==> src/logic/hdlc_fifo_params.svh <==
// Purpose: Constants for the HDLC FIFO and DMA handshake ends
// Assumes: One byte-wide FIFO half of 32 entries, two halves per direction
`ifndef HDLC_FIFO_PARAMS_SVH
`define HDLC_FIFO_PARAMS_SVH
`define HALF_DEPTH     6'h20
`define HALF_AW        5
`define FRAME_MAX      5'h11
`define COUNT_W        12
`define STATUS_OK      8'hA0
`endif

==> src/logic/hdlc_fifo_pkg.sv <==
package hdlc_fifo_pkg;
  typedef enum logic [1:0] {half_idle, half_ready, half_read} half_state_t;
  typedef logic [7:0] byte_t;
endpackage

==> src/logic/hdlc_dma_if.sv <==
`timescale 1ns/10ps
// Purpose: Host bus and DMA handshake between device end and host end
// Assumes: One channel of the two; instantiate twice for both
// Notes:   Bus cycle is one sys_clk cycle with strobe
interface hdlc_dma_if;
  logic       tx_dma_request;
  logic       rx_dma_request;
  logic       dma_acknowledge;
  logic       chip_select;
  logic       rd_strobe;
  logic       wr_strobe;
  logic       last_cycle;
  logic [7:0] wr_data;
  logic [7:0] rd_data;
  modport device (output tx_dma_request, rx_dma_request, rd_data,
                  input dma_acknowledge, chip_select, rd_strobe, wr_strobe, last_cycle, wr_data);
  modport host   (input tx_dma_request, rx_dma_request, rd_data,
                  output dma_acknowledge, chip_select, rd_strobe, wr_strobe, last_cycle, wr_data);
endinterface

==> src/logic/fifo_half_pair.sv <==
`timescale 1ns/10ps
// Purpose: 64-byte store of two 32-byte halves, one open to the bus
// Assumes: Writer fills the half that is not open, reader drains the open half
// Notes:   Half swaps once open half is empty and unclosed and other half is closed
`include "hdlc_fifo_params.svh"
module fifo_half_pair
  import hdlc_fifo_pkg::*;
(
  input  wire logic        sys_clk,
  input  wire logic        rst_n,
  input  wire logic        flush,
  input  wire logic        wr_en,
  input  wire byte_t       wr_data,
  input  wire logic        wr_close,
  input  wire logic        rd_en,
  input  wire logic        rd_rewind,
  input  wire logic        release_half,
  output byte_t            rd_data,
  output logic             open_valid,
  output logic [5:0]       open_count,
  output logic [5:0]       fill_count,
  output logic             full
);
  byte_t                   mem [0:63];
  logic                    open_sel_reg, open_sel_next;
  logic [5:0]              cnt_reg [0:1];
  logic [5:0]              cnt_next [0:1];
  logic                    closed_reg [0:1];
  logic                    closed_next [0:1];
  logic [4:0]              rptr_reg, rptr_next;

  // ----------------------------------------
  // Next state
  // ----------------------------------------
  always_comb begin
    open_sel_next  = open_sel_reg;
    rptr_next      = rptr_reg;
    for (int i = 0; i < 2; i++) begin
      cnt_next[i]    = cnt_reg[i];
      closed_next[i] = closed_reg[i];
    end
    if (wr_en && cnt_reg[~open_sel_reg] != `HALF_DEPTH)
      cnt_next[~open_sel_reg] = cnt_reg[~open_sel_reg] + 6'h01;
    if (wr_close || (wr_en && cnt_reg[~open_sel_reg] == `HALF_DEPTH - 6'h01))
      closed_next[~open_sel_reg] = 1'b1;
    if (rd_en)
      rptr_next = rptr_reg + 5'h01;
    if (rd_rewind)
      rptr_next = 5'h00;
    if (release_half) begin
      cnt_next[open_sel_reg]    = 6'h00;
      closed_next[open_sel_reg] = 1'b0;
      rptr_next                 = 5'h00;
    end
    if ((release_half || !closed_reg[open_sel_reg]) && cnt_reg[open_sel_reg] == 6'h00
        && closed_next[~open_sel_reg])
      open_sel_next = ~open_sel_reg;
    if (flush) begin
      open_sel_next = 1'b0;
      rptr_next     = 5'h00;
      for (int i = 0; i < 2; i++) begin
        cnt_next[i]    = 6'h00;
        closed_next[i] = 1'b0;
      end
    end
  end

  // ----------------------------------------
  // Registers
  // ----------------------------------------
  always_ff @(posedge sys_clk) begin
    if (!rst_n) begin
      open_sel_reg <= 1'b0;
      rptr_reg     <= 5'h00;
      for (int i = 0; i < 2; i++) begin
        cnt_reg[i]    <= 6'h00;
        closed_reg[i] <= 1'b0;
      end
    end else begin
      open_sel_reg <= open_sel_next;
      rptr_reg     <= rptr_next;
      for (int i = 0; i < 2; i++) begin
        cnt_reg[i]    <= cnt_next[i];
        closed_reg[i] <= closed_next[i];
      end
    end
  end

  always_ff @(posedge sys_clk) begin
    if (wr_en && cnt_reg[~open_sel_reg] != `HALF_DEPTH)
      mem[{~open_sel_reg, cnt_reg[~open_sel_reg][4:0]}] <= wr_data;
  end

  assign rd_data    = mem[{open_sel_reg, rptr_reg}];
  assign open_valid = closed_reg[open_sel_reg];
  assign open_count = cnt_reg[open_sel_reg];
  assign fill_count = cnt_reg[~open_sel_reg];
  assign full       = closed_reg[open_sel_reg] && cnt_reg[~open_sel_reg] == `HALF_DEPTH;
endmodule

==> src/logic/hdlc_device_end.sv <==
`timescale 1ns/10ps
// Purpose: Device end: rx and tx FIFOs of one channel and DMA requests
// Assumes: Serial side presents bytes with strobes; one byte per cycle
// Notes:   Requests drop as the final cycle of a block ends
`include "hdlc_fifo_params.svh"
module hdlc_device_end
  import hdlc_fifo_pkg::*;
(
  input  wire logic        sys_clk,
  input  wire logic        rst_n,
  input  wire logic        dma_mode,
  input  wire logic        addr_recog,
  input  wire logic        rx_block_complete_cmd,
  input  wire logic        tx_reset_cmd,
  input  wire logic [11:0] tx_byte_count,
  input  wire logic        tx_count_load,
  input  wire logic        rx_frame_start,
  input  wire logic        rx_byte_valid,
  input  wire byte_t       rx_byte,
  input  wire logic        rx_is_address,
  input  wire logic        rx_frame_end,
  input  wire byte_t       rx_status,
  input  wire logic        tx_shift_ready,
  output byte_t            tx_shift_data,
  output logic             tx_shift_valid,
  output logic             rx_pool_full_irq,
  output logic             rx_message_end_irq,
  output logic             tx_pool_ready_irq,
  output logic             tx_underrun_irq,
  output logic             rx_frame_overflow_irq,
  hdlc_dma_if.device       bus
);
  logic                    rx_rd, tx_wr;
  byte_t                   rx_q, tx_q;
  logic                    rx_open, tx_open, rx_full, tx_full_unused;
  logic [5:0]              rx_ocnt, tx_ocnt, rx_fcnt, tx_fcnt;
  logic                    drq_r_reg, drq_r_next, drq_t_reg, drq_t_next;
  logic [5:0]              rn_reg, rn_next, tn_reg, tn_next;
  logic [11:0]             left_reg, left_next, sent_reg, sent_next;
  logic                    rx_st_reg, rx_st_next, rx_drop_reg, rx_drop_next;
  logic                    tsv_reg, tsv_next, ival_reg, ival_next;
  logic [4:0]              frames_reg, frames_next;
  logic [4:0]              irq_reg, irq_next;
  byte_t                   tsd_reg, tsd_next;
  logic                    rx_wr, rx_close, rx_rel, tx_rd, tx_rel, tx_close;
  byte_t                   rx_wdata;
  logic                    rx_rewind;
  logic                    end_fill_reg, end_fill_next, end_open_reg, end_open_next;

  assign rx_rd = bus.rd_strobe && (bus.dma_acknowledge || bus.chip_select);
  assign tx_wr = bus.wr_strobe && (bus.dma_acknowledge || bus.chip_select);
  assign rx_rewind = !dma_mode && rx_rd && rn_reg == rx_ocnt - 6'h01;

  // ----------------------------------------
  // Receive side
  // ----------------------------------------
  always_comb begin
    rx_wr    = 1'b0;
    rx_wdata = rx_byte;
    rx_close = 1'b0;
    rx_drop_next = rx_drop_reg;
    rx_st_next   = 1'b0;
    frames_next  = frames_reg;
    if (rx_frame_start)
      rx_drop_next = rx_full || frames_reg == `FRAME_MAX;
    if (rx_byte_valid && !rx_drop_reg && !(addr_recog && rx_is_address))
      rx_wr = 1'b1;
    if (rx_frame_end && !rx_drop_reg) begin
      rx_st_next  = addr_recog;
      rx_close    = !addr_recog;
      frames_next = frames_reg + 5'h01;
    end
    if (rx_st_reg) begin
      rx_wr    = 1'b1;
      rx_wdata = rx_status;
      rx_close = 1'b1;
    end
    rx_rel = dma_mode ? (rx_rd && rn_reg == rx_ocnt - 6'h01) : rx_block_complete_cmd;
    if (rx_rel && frames_reg != 5'h00)
      frames_next = frames_next - 5'h01;
  end

  fifo_half_pair rx_fifo (
    .sys_clk      (sys_clk),
    .rst_n        (rst_n),
    .flush        (1'b0),
    .wr_en        (rx_wr),
    .wr_data      (rx_wdata),
    .wr_close     (rx_close),
    .rd_en        (rx_rd),
    .rd_rewind    (rx_rewind),
    .release_half (rx_rel),
    .rd_data      (rx_q),
    .open_valid   (rx_open),
    .open_count   (rx_ocnt),
    .fill_count   (rx_fcnt),
    .full         (rx_full)
  );

  // ----------------------------------------
  // Transmit side
  // ----------------------------------------
  assign tx_rd    = !tsv_reg && tx_open && tn_reg != tx_ocnt;
  assign tx_rel   = tx_open && tn_reg == tx_ocnt && !tsv_reg;
  assign tx_close = tx_wr && (tx_fcnt == `HALF_DEPTH - 6'h01 || left_reg == 12'h001);

  fifo_half_pair tx_fifo (
    .sys_clk      (sys_clk),
    .rst_n        (rst_n),
    .flush        (tx_reset_cmd),
    .wr_en        (tx_wr),
    .wr_data      (bus.wr_data),
    .wr_close     (tx_close),
    .rd_en        (tx_rd),
    .rd_rewind    (1'b0),
    .release_half (tx_rel),
    .rd_data      (tx_q),
    .open_valid   (tx_open),
    .open_count   (tx_ocnt),
    .fill_count   (tx_fcnt),
    .full         (tx_full_unused)
  );

  // ----------------------------------------
  // Requests, counters and events
  // ----------------------------------------
  always_comb begin
    rn_next   = rx_rd ? rn_reg + 6'h01 : rn_reg;
    tn_next   = tx_rd ? tn_reg + 6'h01 : tn_reg;
    left_next = tx_wr && left_reg != 12'h000 ? left_reg - 12'h001 : left_reg;
    sent_next = sent_reg;
    tsv_next  = tsv_reg && !tx_shift_ready;
    tsd_next  = tsd_reg;
    ival_next = rx_open;
    irq_next  = 5'h00;
    if (rx_rel || rx_rewind)
      rn_next = 6'h00;
    if (tx_rel)
      tn_next = 6'h00;
    if (tx_rd) begin
      tsv_next = 1'b1;
      tsd_next = tx_q;
    end
    if (tsv_reg && tx_shift_ready)
      sent_next = sent_reg + 12'h001;
    if (tx_count_load) begin
      left_next = tx_byte_count;
      sent_next = 12'h000;
    end
    // Level request for the open rx half; off at end of final read
    drq_r_next = dma_mode && rx_open && !(rx_rd && rn_reg == rx_ocnt - 6'h01);
    // Tx request while bytes remain and the tx FIFO is not full
    drq_t_next = dma_mode && left_reg != 12'h000 && !tx_full_unused
                 && !(tx_wr && (tx_fcnt == `HALF_DEPTH - 6'h01 || left_reg == 12'h001));
    irq_next[0] = !dma_mode && rx_open && !ival_reg;
    // Frame end follows its half from collecting to open
    end_fill_next = end_fill_reg || rx_close;
    end_open_next = end_open_reg;
    if (rx_open && !ival_reg) begin
      end_open_next = end_fill_reg;
      end_fill_next = rx_close;
    end
    if (rx_rel)
      end_open_next = 1'b0;
    irq_next[1] = rx_rel && dma_mode && end_open_reg;
    irq_next[2] = (tx_rel && !dma_mode) || tx_reset_cmd;
    irq_next[3] = dma_mode && !tx_open && !tsv_reg && sent_reg != 12'h000
                  && left_reg != 12'h000 && tx_fcnt == 6'h00;
    irq_next[4] = rx_frame_start && (rx_full || frames_reg == `FRAME_MAX);
    if (tx_reset_cmd) begin
      tn_next   = 6'h00;
      tsv_next  = 1'b0;
      left_next = 12'h000;
    end
  end

  always_ff @(posedge sys_clk) begin
    if (!rst_n) begin
      drq_r_reg   <= 1'b0;
      drq_t_reg   <= 1'b0;
      rn_reg      <= 6'h00;
      tn_reg      <= 6'h00;
      left_reg    <= 12'h000;
      sent_reg    <= 12'h000;
      rx_st_reg   <= 1'b0;
      rx_drop_reg <= 1'b0;
      tsv_reg     <= 1'b0;
      tsd_reg     <= 8'h00;
      ival_reg    <= 1'b0;
      frames_reg  <= 5'h00;
      irq_reg     <= 5'h00;
      end_fill_reg <= 1'b0;
      end_open_reg <= 1'b0;
    end else begin
      drq_r_reg   <= drq_r_next;
      drq_t_reg   <= drq_t_next;
      rn_reg      <= rn_next;
      tn_reg      <= tn_next;
      left_reg    <= left_next;
      sent_reg    <= sent_next;
      rx_st_reg   <= rx_st_next;
      rx_drop_reg <= rx_drop_next;
      tsv_reg     <= tsv_next;
      tsd_reg     <= tsd_next;
      ival_reg    <= ival_next;
      frames_reg  <= frames_next;
      irq_reg     <= irq_next;
      end_fill_reg <= end_fill_next;
      end_open_reg <= end_open_next;
    end
  end

  assign bus.rx_dma_request    = drq_r_reg;
  assign bus.tx_dma_request    = drq_t_reg;
  assign bus.rd_data           = rx_q;
  assign tx_shift_data         = tsd_reg;
  assign tx_shift_valid        = tsv_reg;
  assign rx_pool_full_irq      = irq_reg[0];
  assign rx_message_end_irq    = irq_reg[1];
  assign tx_pool_ready_irq     = irq_reg[2];
  assign tx_underrun_irq       = irq_reg[3];
  assign rx_frame_overflow_irq = irq_reg[4];
endmodule

==> src/flat_wrapper.sv <==
// flat-port wrapper written by rule: the top's interface ports become plain ports
module hdlc_device_end_flat import hdlc_fifo_pkg::*;
  (sys_clk, rst_n, dma_mode, addr_recog, rx_block_complete_cmd, tx_reset_cmd, tx_byte_count, tx_count_load, rx_frame_start, rx_byte_valid, rx_byte, rx_is_address, rx_frame_end, rx_status, tx_shift_ready, tx_shift_data, tx_shift_valid, rx_pool_full_irq, rx_message_end_irq, tx_pool_ready_irq, tx_underrun_irq, rx_frame_overflow_irq, bus_tx_dma_request, bus_rx_dma_request, bus_rd_data, bus_dma_acknowledge, bus_chip_select, bus_rd_strobe, bus_wr_strobe, bus_last_cycle, bus_wr_data);
  hdlc_dma_if bus_i ();
  input  wire logic sys_clk;
  input  wire logic rst_n;
  input  wire logic dma_mode;
  input  wire logic addr_recog;
  input  wire logic rx_block_complete_cmd;
  input  wire logic tx_reset_cmd;
  input  wire logic [11:0] tx_byte_count;
  input  wire logic tx_count_load;
  input  wire logic rx_frame_start;
  input  wire logic rx_byte_valid;
  input  wire byte_t rx_byte;
  input  wire logic rx_is_address;
  input  wire logic rx_frame_end;
  input  wire byte_t rx_status;
  input  wire logic tx_shift_ready;
  output byte_t tx_shift_data;
  output logic tx_shift_valid;
  output logic rx_pool_full_irq;
  output logic rx_message_end_irq;
  output logic tx_pool_ready_irq;
  output logic tx_underrun_irq;
  output logic rx_frame_overflow_irq;
  output wire logic [$bits(bus_i.tx_dma_request)-1:0] bus_tx_dma_request;
  output wire logic [$bits(bus_i.rx_dma_request)-1:0] bus_rx_dma_request;
  output wire logic [$bits(bus_i.rd_data)-1:0] bus_rd_data;
  input wire logic [$bits(bus_i.dma_acknowledge)-1:0] bus_dma_acknowledge;
  input wire logic [$bits(bus_i.chip_select)-1:0] bus_chip_select;
  input wire logic [$bits(bus_i.rd_strobe)-1:0] bus_rd_strobe;
  input wire logic [$bits(bus_i.wr_strobe)-1:0] bus_wr_strobe;
  input wire logic [$bits(bus_i.last_cycle)-1:0] bus_last_cycle;
  input wire logic [$bits(bus_i.wr_data)-1:0] bus_wr_data;
  assign bus_tx_dma_request = bus_i.tx_dma_request;
  assign bus_rx_dma_request = bus_i.rx_dma_request;
  assign bus_rd_data = bus_i.rd_data;
  assign bus_i.dma_acknowledge = bus_dma_acknowledge;
  assign bus_i.chip_select = bus_chip_select;
  assign bus_i.rd_strobe = bus_rd_strobe;
  assign bus_i.wr_strobe = bus_wr_strobe;
  assign bus_i.last_cycle = bus_last_cycle;
  assign bus_i.wr_data = bus_wr_data;
  hdlc_device_end u_core (.sys_clk(sys_clk), .rst_n(rst_n), .dma_mode(dma_mode), .addr_recog(addr_recog), .rx_block_complete_cmd(rx_block_complete_cmd), .tx_reset_cmd(tx_reset_cmd), .tx_byte_count(tx_byte_count), .tx_count_load(tx_count_load), .rx_frame_start(rx_frame_start), .rx_byte_valid(rx_byte_valid), .rx_byte(rx_byte), .rx_is_address(rx_is_address), .rx_frame_end(rx_frame_end), .rx_status(rx_status), .tx_shift_ready(tx_shift_ready), .tx_shift_data(tx_shift_data), .tx_shift_valid(tx_shift_valid), .rx_pool_full_irq(rx_pool_full_irq), .rx_message_end_irq(rx_message_end_irq), .tx_pool_ready_irq(tx_pool_ready_irq), .tx_underrun_irq(tx_underrun_irq), .rx_frame_overflow_irq(rx_frame_overflow_irq), .bus(bus_i));
endmodule
==> config.mk <==
export PLATFORM = sky130hd
export DESIGN_NAME = hdlc_device_end_flat
export DESIGN_NICKNAME = d
export VERILOG_FILES = /design/src/logic/hdlc_fifo_pkg.sv /design/src/logic/hdlc_dma_if.sv /design/src/logic/fifo_half_pair.sv /design/src/logic/hdlc_device_end.sv /design/src/flat_wrapper.sv
export VERILOG_INCLUDE_DIRS = /design/src /design/src/logic
export SDC_FILE = /design/constraint.sdc
export NUM_CORES = 1
export LEC_CHECK = 0
export ABC_AREA = 1
export BUFFER_PORTS_ARGS = -buffer_cell sky130_fd_sc_hd__buf_2
export CORE_ASPECT_RATIO = 0.9
export CORE_MARGIN = 5
export CORE_UTILIZATION = 50
export DETAILED_ROUTE_END_ITERATION = 6
export GPL_ROUTABILITY_DRIVEN = 0
export PLACE_DENSITY = 0.66
export SLEW_MARGIN = 20
export SYNTH_ARGS = -nofsm -noshare
export SYNTH_HDL_FRONTEND = slang
export SYNTH_SLANG_ARGS = --single-unit
==> constraint.sdc <==
create_clock -name sys_clk -period 8 [get_ports sys_clk]
set_input_delay 0 -clock sys_clk [delete_from_list [all_inputs] [get_ports sys_clk]]
set_output_delay 0 -clock sys_clk [all_outputs]
set_load 0.01 [all_outputs]
* After elaboration in Yosys (flattened, before gate mapping)
Memory sizes are Yosys's and may differ from the RTL's. A register that Yosys moved wholly into a read port is not among the register bits.
Cells that the tools add are included.
** Storage, ports and cells
- Word-level logic and storage cells :: 233
- Memory bits (writable) :: 1052
- Memories kept :: 6
- Input bits :: 53
- Output and inout bits :: 24
- Bits in registers :: 66
** Cells by class
- Reductions and logical operators :: 86
- Add/subtract/negate cells :: 11
- Bitwise gates (word level) :: 25
- Equality and inequality tests :: 11
- $lt $le $gt $ge :: 8
- Mux-type cells :: 68
** Memories
- u_core.rx_fifo.mem :: depth 64, bits a word 8, rd ports 1, clocked after Yosys merged registers in 0, write ports 1, line fifo_half_pair.sv:24 : byte_t mem [0:63];
- u_core.tx_fifo.mem :: depth 64, bits a word 8, rd ports 1, clocked after Yosys merged registers in 1, write ports 1, line fifo_half_pair.sv:24
- u_core.rx_fifo.cnt_reg :: depth 2, bits a word 6, rd ports 4, clocked after Yosys merged registers in 1, write ports 2, line fifo_half_pair.sv:26 : logic [5:0] cnt_reg [0:1];
- u_core.tx_fifo.cnt_reg :: depth 2, bits a word 6, rd ports 4, clocked after Yosys merged registers in 1, write ports 2, line fifo_half_pair.sv:26
- u_core.rx_fifo.closed_reg :: depth 2, bits a word 1, rd ports 3, clocked after Yosys merged registers in 1, write ports 2, line fifo_half_pair.sv:28 : logic closed_reg [0:1];
- u_core.tx_fifo.closed_reg :: depth 2, bits a word 1, rd ports 3, clocked after Yosys merged registers in 1, write ports 2, line fifo_half_pair.sv:28
** Operators by type and width (number)
- $mux 12 :: 7
- $logic_and 1x1->1 :: 49
- $mux 6 :: 8
- $mux 1 :: 35
- $add 6x1->6 const B :: 4
- $and 12x12->12 :: 2
- $bwmux 12 :: 2
- $demux 6 s1 :: 4
- $not 12->12 :: 2
- $reduce_bool 12->1 :: 2
- $logic_not 6->1 :: 3
- $add 5x1->5 const B :: 3
- $logic_not 1->1 :: 13
- $add 12x1->12 const B :: 1
- $eq 12x1->1 const B :: 1
- $eq 6x5->1 const B :: 2
- $eq 6x6->1 :: 2
- $eq 6x6->1 const B :: 2
- $ne 6x6->1 const B :: 2
- $sub 12x1->12 const B :: 1
- $logic_or 1x1->1 :: 10
- $mux 2 :: 5
- $mux 5 :: 2
- $ge 2x2->1 const B :: 4
- 18 further kinds :: 43

* Logic depth before layout (Yosys ltp)
Gate-level depths: netlist of the first run.
- Depth after elaboration :: 16
- Gate-level depth with buffers :: 17

* By module
From an unflattened synthesis of the first run, not the netlist that was laid out.
** Unflattened totals
- Cell total of the unflattened synthesis :: 4387
- Area total of the unflattened synthesis :: 47566.9 µm²
** By module, submodules not included
- fifo_half_pair (u_core.rx_fifo) :: sequential area each 15795.1 µm², area an instance 22097.4 µm², cells an instance 1905, times used 1
- fifo_half_pair (u_core.tx_fifo) :: sequential area each 15795.1 µm², area an instance 21911.0 µm², cells an instance 1939, times used 1
- hdlc_device_end :: sequential area each 1241.2 µm², area an instance 3558.4 µm², cells an instance 543, times used 1

* Worst setup path before layout of the first run
OpenSTA, ideal clock, no wires.
- Path kind :: register to register
- Start point :: register u_core.rx_fifo.open_sel_reg
- End point :: memory u_core.rx_fifo.mem[11][0] (netlist name), enable pin
- Path buffers :: 3
- Cell stages (with the launch flop) :: 12
- Path slack :: 5416 ps
- Clock period less this slack :: 2584 ps
- Library setup time :: 371 ps
- Data arrival time :: 2213 ps
- Path through :: dfxtp_1 buf_4 buf_6 nand2_1 o21a_1 inv_1 ha_1 nand4_1 a21boi_2 buf_4 nand4_1 nor2_1
** On the way
- Longest elaborated chain between the ends :: 6
** Ends and longest elaborated chain
- start, declared :: line fifo_half_pair.sv:25 : logic open_sel_reg, open_sel_next;
- start signal, assigned :: line fifo_half_pair.sv:80 : open_sel_reg <= open_sel_next;
- $not 1->1 * :: line fifo_half_pair.sv:90, fifo_half_pair.sv:91
- $mem_v2 2x6
- $ne 6x6->1 (no source line)
- $logic_and 1x1->1 (no source line)
- $mux 1 :: line fifo_half_pair.sv:90 : if (wr_en && cnt_reg[~open_sel_reg] != `HALF_DEPTH)
- $mux 1 (implied by the code) :: line fifo_half_pair.sv:91 : mem[{~open_sel_reg, cnt_reg[~open_sel_reg][4:0]}] <= wr_data;
- end, declared :: line fifo_half_pair.sv:24
Every way passes the cells marked *; elsewhere a longest branch is shown, timed or not.

* Final worst setup path of the first run
- Start point :: register u_core.rx_fifo.open_sel_reg
- End point :: memory u_core.rx_fifo.mem[32][7] (netlist name), enable pin
The elaborated chain is that of the path after synthesis.

==> summary.md, run 1 <==
| Metric | Value |
|---|---|
| Via count of the first global-routing pass | `around 29k` |
| Count of input and output buffers | `75` |
| Total power | `around 13000 uW` |
| Total congestion overflow after global routing | `0` |
| Total number of yosys warnings | `0` |
| Cell repeated most along the worst path | `nand4_1` |
| Y dimension of the die | `~300 um` |
| Reported max-cap violation count | `0` |
| Total length of routed wires | `roughly 110000 um` |
| Average detailed-routed wire length per instance | `around 22 um` |
| Startpoint types | `flip-flop` |
| Max-slew violations | `0` |
| Crit path cell chain | `o21a_1, inv_1, ha_1, nand4_1, a21boi_2, nand4_1, nor2_1` |
| Largest stage delay, worst path | `1.00 ns` |
| Top delay family on crit path | `simple AND/OR/NAND/NOR gates` |
| Clock transition at path regs | `roughly 0.060 ns` |
| Leakage power of the design | `between 0.015 and 0.02 uW` |
| Share of total power in sequential cells | `between 50 and 60%` |
| Power per cell area | `between 200 and 250 nW/um^2` |
| Pre-Repair DR Iteration Count | `6` |
| Horizontal die dimension | `about 330 um` |
| Library cells used by synthesis | `between 40 and 50` |
| Synth Net Count | `approximately 4k` |
| Psw | `between 2000 and 3000 uW` |
| Top-level port count | `a little under 80` |
| Unrepaired setup endpoints after global routing | `no` |
| Arrival time of the worst setup path | `~4.7 ns` |
| First-pass GRT wire length | `~170000 um` |
| Number of placement rows | `~110` |
| Total instance count after detailed placement | `just under 5k` |
| Design Area, Final | `between 50000 and 60000 sq um` |
| Synthesis-stage register bit count | `approximately 1.1k` |
| Clock root buffer | `clkbuf_16` |
| Initial cell density of the core | `about half` |
| Worst-case headroom to the max-slew limit | `around 23%` |
| Most frequent standard cell in the layout excluding fill and tap cells | `edfxtp_1` |
| Number of remaining DRC errors | `0` |
| Post-DR vias/cell | `about 5.8` |
| Top fanout value on the critical path | `28` |
| Share of the clock period used by the worst path | `a little under three fifths` |
| Maximum number of pins on one net before global-route repair | `approximately 190` |
| Status | `completed` |
| Sort of element at the end of the critical path | `flip-flop` |
| Clock tree from TritonCTS | `yes` |
| Hold violation total from the final report | `0` |
| Final critical delay including setup and external delays | `4.42 ns` |
| # fillers | `7416` |
| Final #Nets | `about 4.0k` |
| Clock Latency Late Sink | `0.68 ns` |
| HP Class | `primary input to flip-flop` |
| Setup_tns | `0 ns` |
| Num Clock Sinks | `1128` |
| ANT nets after route | `0` |
| Proportion of layout cells with a drive suffix above 1 | `under 10%` |
| Setup Skew | `~0.034 ns` |
| Area Overhead vs Synth | `11.9%` |
| Core Footprint | `roughly 91000 sq um` |
| Slowest-stage cell, CP | `nand4_1` |
| Highest clock frequency the design can meet | `roughly 0.23 GHz` |
| Number of H-tree levels | `3` |
| Critical path buffers and inverters | `1` |
| CTS max path bufs | `3` |
| Total track usage | `around 23%` |
| Sequential fraction of the synthesis area | `71.5%` |
| Average cell area after synthesis | `between 10 and 15 sq um` |
| Combinational cell fraction of total power | `7.9%` |
| CTS resizes | `0` |
| Commonest cells after routing, fill and taps aside | `edfxtp_1, nor2_1, o21ai_0, nand2_1, o22ai_1` |
| Initial antenna violation count | `1` |
| HPWL after detailed placement | `roughly 64000 um` |
| Setup-violating endpoint count in the final report | `0` |
| Count of inserted antenna diode cells | `0` |
| Number of clock buffers inserted by TritonCTS | `between 100 and 150` |
| Placed standard-cell area | `roughly 47000 sq um` |
| Cell internal power dissipation | `9750 uW` |
| Starting DRT DRC Count | `~3.6k` |
| Clock network fraction of total power | `around two fifths` |
| DIE AREA | `98000 sq um` |
| Post-synthesis cell count | `about 3.9k` |
| Fraction of power spent switching nets | `a little under a quarter` |
| Slew at the pin closest to its max-slew limit | `around 1.2 ns` |
| Required time of the critical path | `just over 8 ns` |
| Final cell count without fillers | `5227` |
| IR Drop Worst-Case VDD | `~0.19 mV` |
| Post-synthesis instance area | `around 46000 sq um` |
| Critical path class | `flip-flop to flip-flop` |
| Total number of vias | `approximately 31k` |
-- synth_stat cells, drive strengths merged --
master / n / area share (%)
edfxtp: 1024 / 67
nor2: 769 / 6.3
o21ai: 575 / 6.3
nand2: 355 / 2.9
clkbuf: 174 / 1.4
o22ai: 153 / 2.1
nand3: 129 / 1.4
inv: 128 / 1.1
dfxtp: 104 / 4.5
nand4: 87 / 1.3
o221ai: 76 / 1.4
buf: 58 / 0.61
a21oi: 57 / 0.62
o211ai: 54 / 0.88
xor2: 25 / 0.48
ha: 18 / 0.49
nor3: 17 / 0.23
xnor2: 10 / 0.19
a211oi: 8 / 0.13
or2: 6 / 0.082
a31oi: 5 / 0.068
nand3b: 4 / 0.065
nor3b: 4 / 0.065
clkinv: 3 / 0.025
nor4: 3 / 0.041
o21a: 3 / 0.049
a21boi: 2 / 0.065
o21bai: 2 / 0.033
a2111oi: 1 / 0.019
a221oi: 1 / 0.019
a32oi: 1 / 0.019
and2: 1 / 0.014
o311ai: 1 / 0.019
o31ai: 1 / 0.016
-- per-layer routing --
layer	vias up	routed length [um]	global-route usage, %
li1	14200	-	-
met1	14800	49900	34.6
met2	1325	50600	33.6
met3	197	10500	4.26
met4	0	3010	6.34
met5	-	0	0
-- what timing repair did --
item / 4_1_cts / 5_1_grt
endpoints found under the hold margin: 224 / 0
setup buffers: 0 / 0
hold buffers: 55 / 0
-- power groups by stage --
| stage | clock network [uW] | registers, uW | logic [uW] |
|---|---|---|---|
| global route | 5470 | 6600 | 1090 |
| CTS | 5210 | 6600 | 987 |
| floorplan | 0 | 6680 | 608 |
| detailed placement | 0 | 6720 | 961 |
| finish | 5150 | 6600 | 1000 |
| global placement | 0 | 6720 | 952 |
-- area by class of cell --
class                           instances  area [sq um]  share of cell area, %
Clock buffer                          149          3050                   5.94
Clock inverter                         59           556                   1.08
Inverter                              131           505                  0.983
Multi-Input combinational cell       2368         11700                   22.8
Sequential cell                      1128         32900                   63.9
Tap cell                             1230          1540                   2.99
Timing Repair Buffer                  162          1190                   2.32
-- logic make-up after synthesis --
| family | synth area share [%] |
|---|---|
| compound gates | 11.8 |
| fa+ha+maj | 0.490 |
| flops | 71.5 |
| simple gates | 12.4 |
| buf+inv | 3.11 |
| xor+xnor | 0.668 |
-- through the flow --
step           hold slack (ns)  setup slack [ns]  util (%)
2_1_floorplan           0.0989              5.42         -
6_report                0.0384              3.58      56.4
4_1_cts                0.00546              3.33      56.4
5_1_grt                 0.0510              3.42      56.4
3_3_place_gp             0.220              3.44      51.8
3_5_place_dp             0.226              3.38      51.8
-- worst paths after layout --
check / from / endpoint / slack, ns / depth (start not counted)
worst max-delay path: u_core.rx_fifo.open_sel_reg$_SDFFE_PN0P_ / u_core.rx_fifo.mem[32][7]$_DFFE_PP_ / 3.58 / 7
worst min-delay path: bus_wr_data[0] / u_core.tx_fifo.mem[25][0]$_DFFE_PP_ / 0.04 / 2
worst max register to register: u_core.rx_fifo.open_sel_reg$_SDFFE_PN0P_ / u_core.rx_fifo.mem[32][7]$_DFFE_PP_ / 3.58 / 7
worst min register to register: u_core.end_fill_reg$_SDFF_PN0_ / u_core.end_fill_reg$_SDFF_PN0_ / 0.47 / 2
No activity file was read; power rests on OpenSTA's default activity.
==> run 2: changes to the inputs <==
Settings changed: PLACE_DENSITY 0.66 to 0.68.
Clock period 8 ns to 3.7 ns, I/O delays scaled along.
==> summary.md, run 2 (same netlist as run 1, synthesis figures left out) <==
| Metric | Value |
|---|---|
| Status | `completed` |
| Horizontal die dimension | `329 um (unchanged)` |
| Top-level port count | `77 (unchanged)` |
| Clock Latency Late Sink | `0.69 ns (about the same)` |
| Num Clock Sinks | `1128 (unchanged)` |
| Startpoint types | `flip-flop` |
| Number of H-tree levels | `3 (unchanged)` |
| Via count of the first global-routing pass | `29.3k (+2.1%)` |
| ANT nets after route | `0 (unchanged)` |
| Unrepaired setup endpoints after global routing | `no` |
| Starting DRT DRC Count | `4049 (+12%)` |
| Count of inserted antenna diode cells | `0 (unchanged)` |
| Clock transition at path regs | `0.06 ns (about the same)` |
| Hold Path Origin | `bus_wr_data[5]` |
| Clock tree from TritonCTS | `yes` |
| Length in cells of the worst reg-to-reg path | `11 (+4)` |
| Initial cell density of the core | `50.4% (unchanged)` |
| Count of input and output buffers | `75 (unchanged)` |
| Final critical delay including setup and external delays | `between 3 and 4 ns` |
| Endpoint of the worst hold-timing path | `u_core.tx_fifo.mem[61][5]$_DFFE_PP_` |
| HPWL after detailed placement | `68800 um (+7.3%)` |
| Average detailed-routed wire length per instance | `21.9 um (+0.24%)` |
| Total congestion overflow after global routing | `0 (unchanged)` |
| HP Class | `primary input to flip-flop` |
| Post-placement setup slack | `0.379 ns (-3.00 ns)` |
| Total track usage | `23.2% (+0.52 points)` |
| IR Drop Worst-Case VDD | `0.446 mV (+140%)` |
| Reg area | `32800 sq um (about the same)` |
| Area Overhead vs Synth | `13.2%` |
| Core Footprint | `91200 sq um (unchanged)` |
| Commonest cells after routing, fill and taps aside | `edfxtp_1, nor2_1, o21ai_0, nand2_1, o22ai_1` |
| Source of the critical timing path | `u_core.rx_fifo.rptr_reg[1]$_SDFFE_PP0P_` |
| Hold violation total from the final report | `0 (unchanged)` |
| Cells on Worst Hold Path | `1 (-1)` |
| Crit path cell chain | `clkinv_2, buf_4, buf_6, o21ai_0, o221ai_1, o211ai_1, nand3_1, nand3_1, nand2_1, buf_2` |
| Proportion of layout cells with a drive suffix above 1 | `10.0% (+2.0 points)` |
| Post-CTS Repair Setup Buffers | `0 (unchanged)` |
| Share of the clock period used by the worst path | `a little over nine tenths` |
| Critical path class | `flip-flop to primary output` |
| Number of placement rows | `105 (unchanged)` |
| Number of clock buffers inserted by TritonCTS | `108 (-2.7%)` |
| Required time of the critical path | `3.70 ns (-4.59 ns)` |
| Maximum number of pins on one net before global-route repair | `158 (-15%)` |
| Worst-case headroom to the max-slew limit | `31.2% (+8.4 points)` |
| Register-to-register setup slack | `0.34 ns (-3.24 ns)` |
| Top fanout value on the critical path | `76 (+170%)` |
| Setup-violating endpoint count in the final report | `0 (unchanged)` |
| Post-DR vias/cell | `5.86 (+0.34%)` |
| Number of remaining DRC errors | `0 (unchanged)` |
| Largest stage delay, worst path | `0.60 ns (-0.40 ns)` |
| Final setup slack of the worst path | `0.137 ns (-3.44 ns)` |
| Sort of element at the end of the critical path | `primary output` |
| Pre-Repair DR Iteration Count | `6 (unchanged)` |
| Total power | `27100 uW (+110%)` |
| # fillers | `7385 (-0.42%)` |
| Arrival time of the worst setup path | `3.56 ns (-1.15 ns)` |
| Highest clock frequency the design can meet | `between 0.2 and 0.3 GHz` |
| Worst reg2reg path endpoint | `u_core.tx_fifo.mem[53][1]$_DFFE_PP_` |
| First-pass GRT wire length | `177000 um (+2.3%)` |
| Setup_tns | `0 ns (unchanged)` |
| Cell repeated most along the worst path | `nand3_1` |
| Slew at the pin closest to its max-slew limit | `1.03 ns (-0.122 ns)` |
| Reported max-cap violation count | `0 (unchanged)` |
| Initial antenna violation count | `1 (unchanged)` |
| Final #Nets | `4069 (+2.4%)` |
| Power per cell area | `522 nW/um^2 (+110%)` |
| Slowest-stage cell, CP | `buf_4` |
| Setup Skew | `0.0397 ns (+0.00593 ns)` |
| Share of the core filled with cells in the final layout | `57.0% (+0.65 points)` |
| DIE AREA | `98000 sq um (unchanged)` |
| Y dimension of the die | `297 um (unchanged)` |
| Most frequent standard cell in the layout excluding fill and tap cells | `edfxtp_1` |
| Leakage power of the design | `0.0173 uW (+2.5%)` |
| Total number of vias | `31.2k (+2.1%)` |
| Total length of routed wires | `116000 um (+2.0%)` |
| Multi-input logic area | `11700 sq um (-0.13%)` |
| Reg2reg start | `u_core.tx_fifo.open_sel_reg$_SDFFE_PP0P_` |
| CTS max path bufs | `3 (unchanged)` |
| Clock root buffer | `clkbuf_16` |
| Max-slew violations | `0 (unchanged)` |
## run 2: worst max path at each step
stage                                           to  slack, ns
6_report                            bus_rd_data[6]       0.14
4_1_cts                             bus_rd_data[6]       0.11
2_1_floorplan  u_core.rx_fifo.mem[11][0]$_DFFE_PP_       1.12
3_3_place_gp   u_core.tx_fifo.mem[53][0]$_DFFE_PP_       0.42
5_1_grt                             bus_rd_data[6]       0.01
3_5_place_dp   u_core.tx_fifo.mem[53][0]$_DFFE_PP_       0.38
## run 2: layout make-up
class	instances	share of cell area, %
clock inverter	73	1.22
sequential	1128	63.2
inverter	131	0.972
tap	1230	2.96
multi-input combinational	2368	22.5
timing repair buffer	261	3.85
clock buffer	128	5.34
## run 2: through the flow
step | hold WS, ns | instance area, sq um | cells
global placement | 0.220 | 48000 | 5063
floorplan | 0.0989 | 45900 | 3859
CTS | 0.00190 | 52000 | 5319
finish | 0.0371 | 52000 | 5319
detailed placement | 0.230 | 48000 | 5063
global route | 0.0330 | 52000 | 5319
## run 2: metal layers
metal  routed length, um  GRT usage, %  vias up
li1                    -             -    14400
met3               11900          5.14      179
met4                2580          5.96        2
met1               49900          35.1    15100
met5                  13             0        -
met2               51900          34.5     1552
## run 2: worst max-delay path, delay by kind of cell (launching register included)
family,cells,cell delay [ns]
simple gates,3,0.47
flops,1,0.37
buf+inv,4,1.23
compound gates,3,0.75
## run 2: repair_timing
action / CTS / global route
gates resized for setup: 1 / 0
endpoints found under the setup margin: 3 / 0
hold buffers: 55 / 0
hold endpoints to repair: 218 / 0
## run 2: power breakdown
part,leakage (uW),internal [uW],total (uW),switching (uW)
registers,0.0101,14100,14200,91.6
logic,0.00563,618,2270,1660
clock network,0.00166,5870,10600,4760
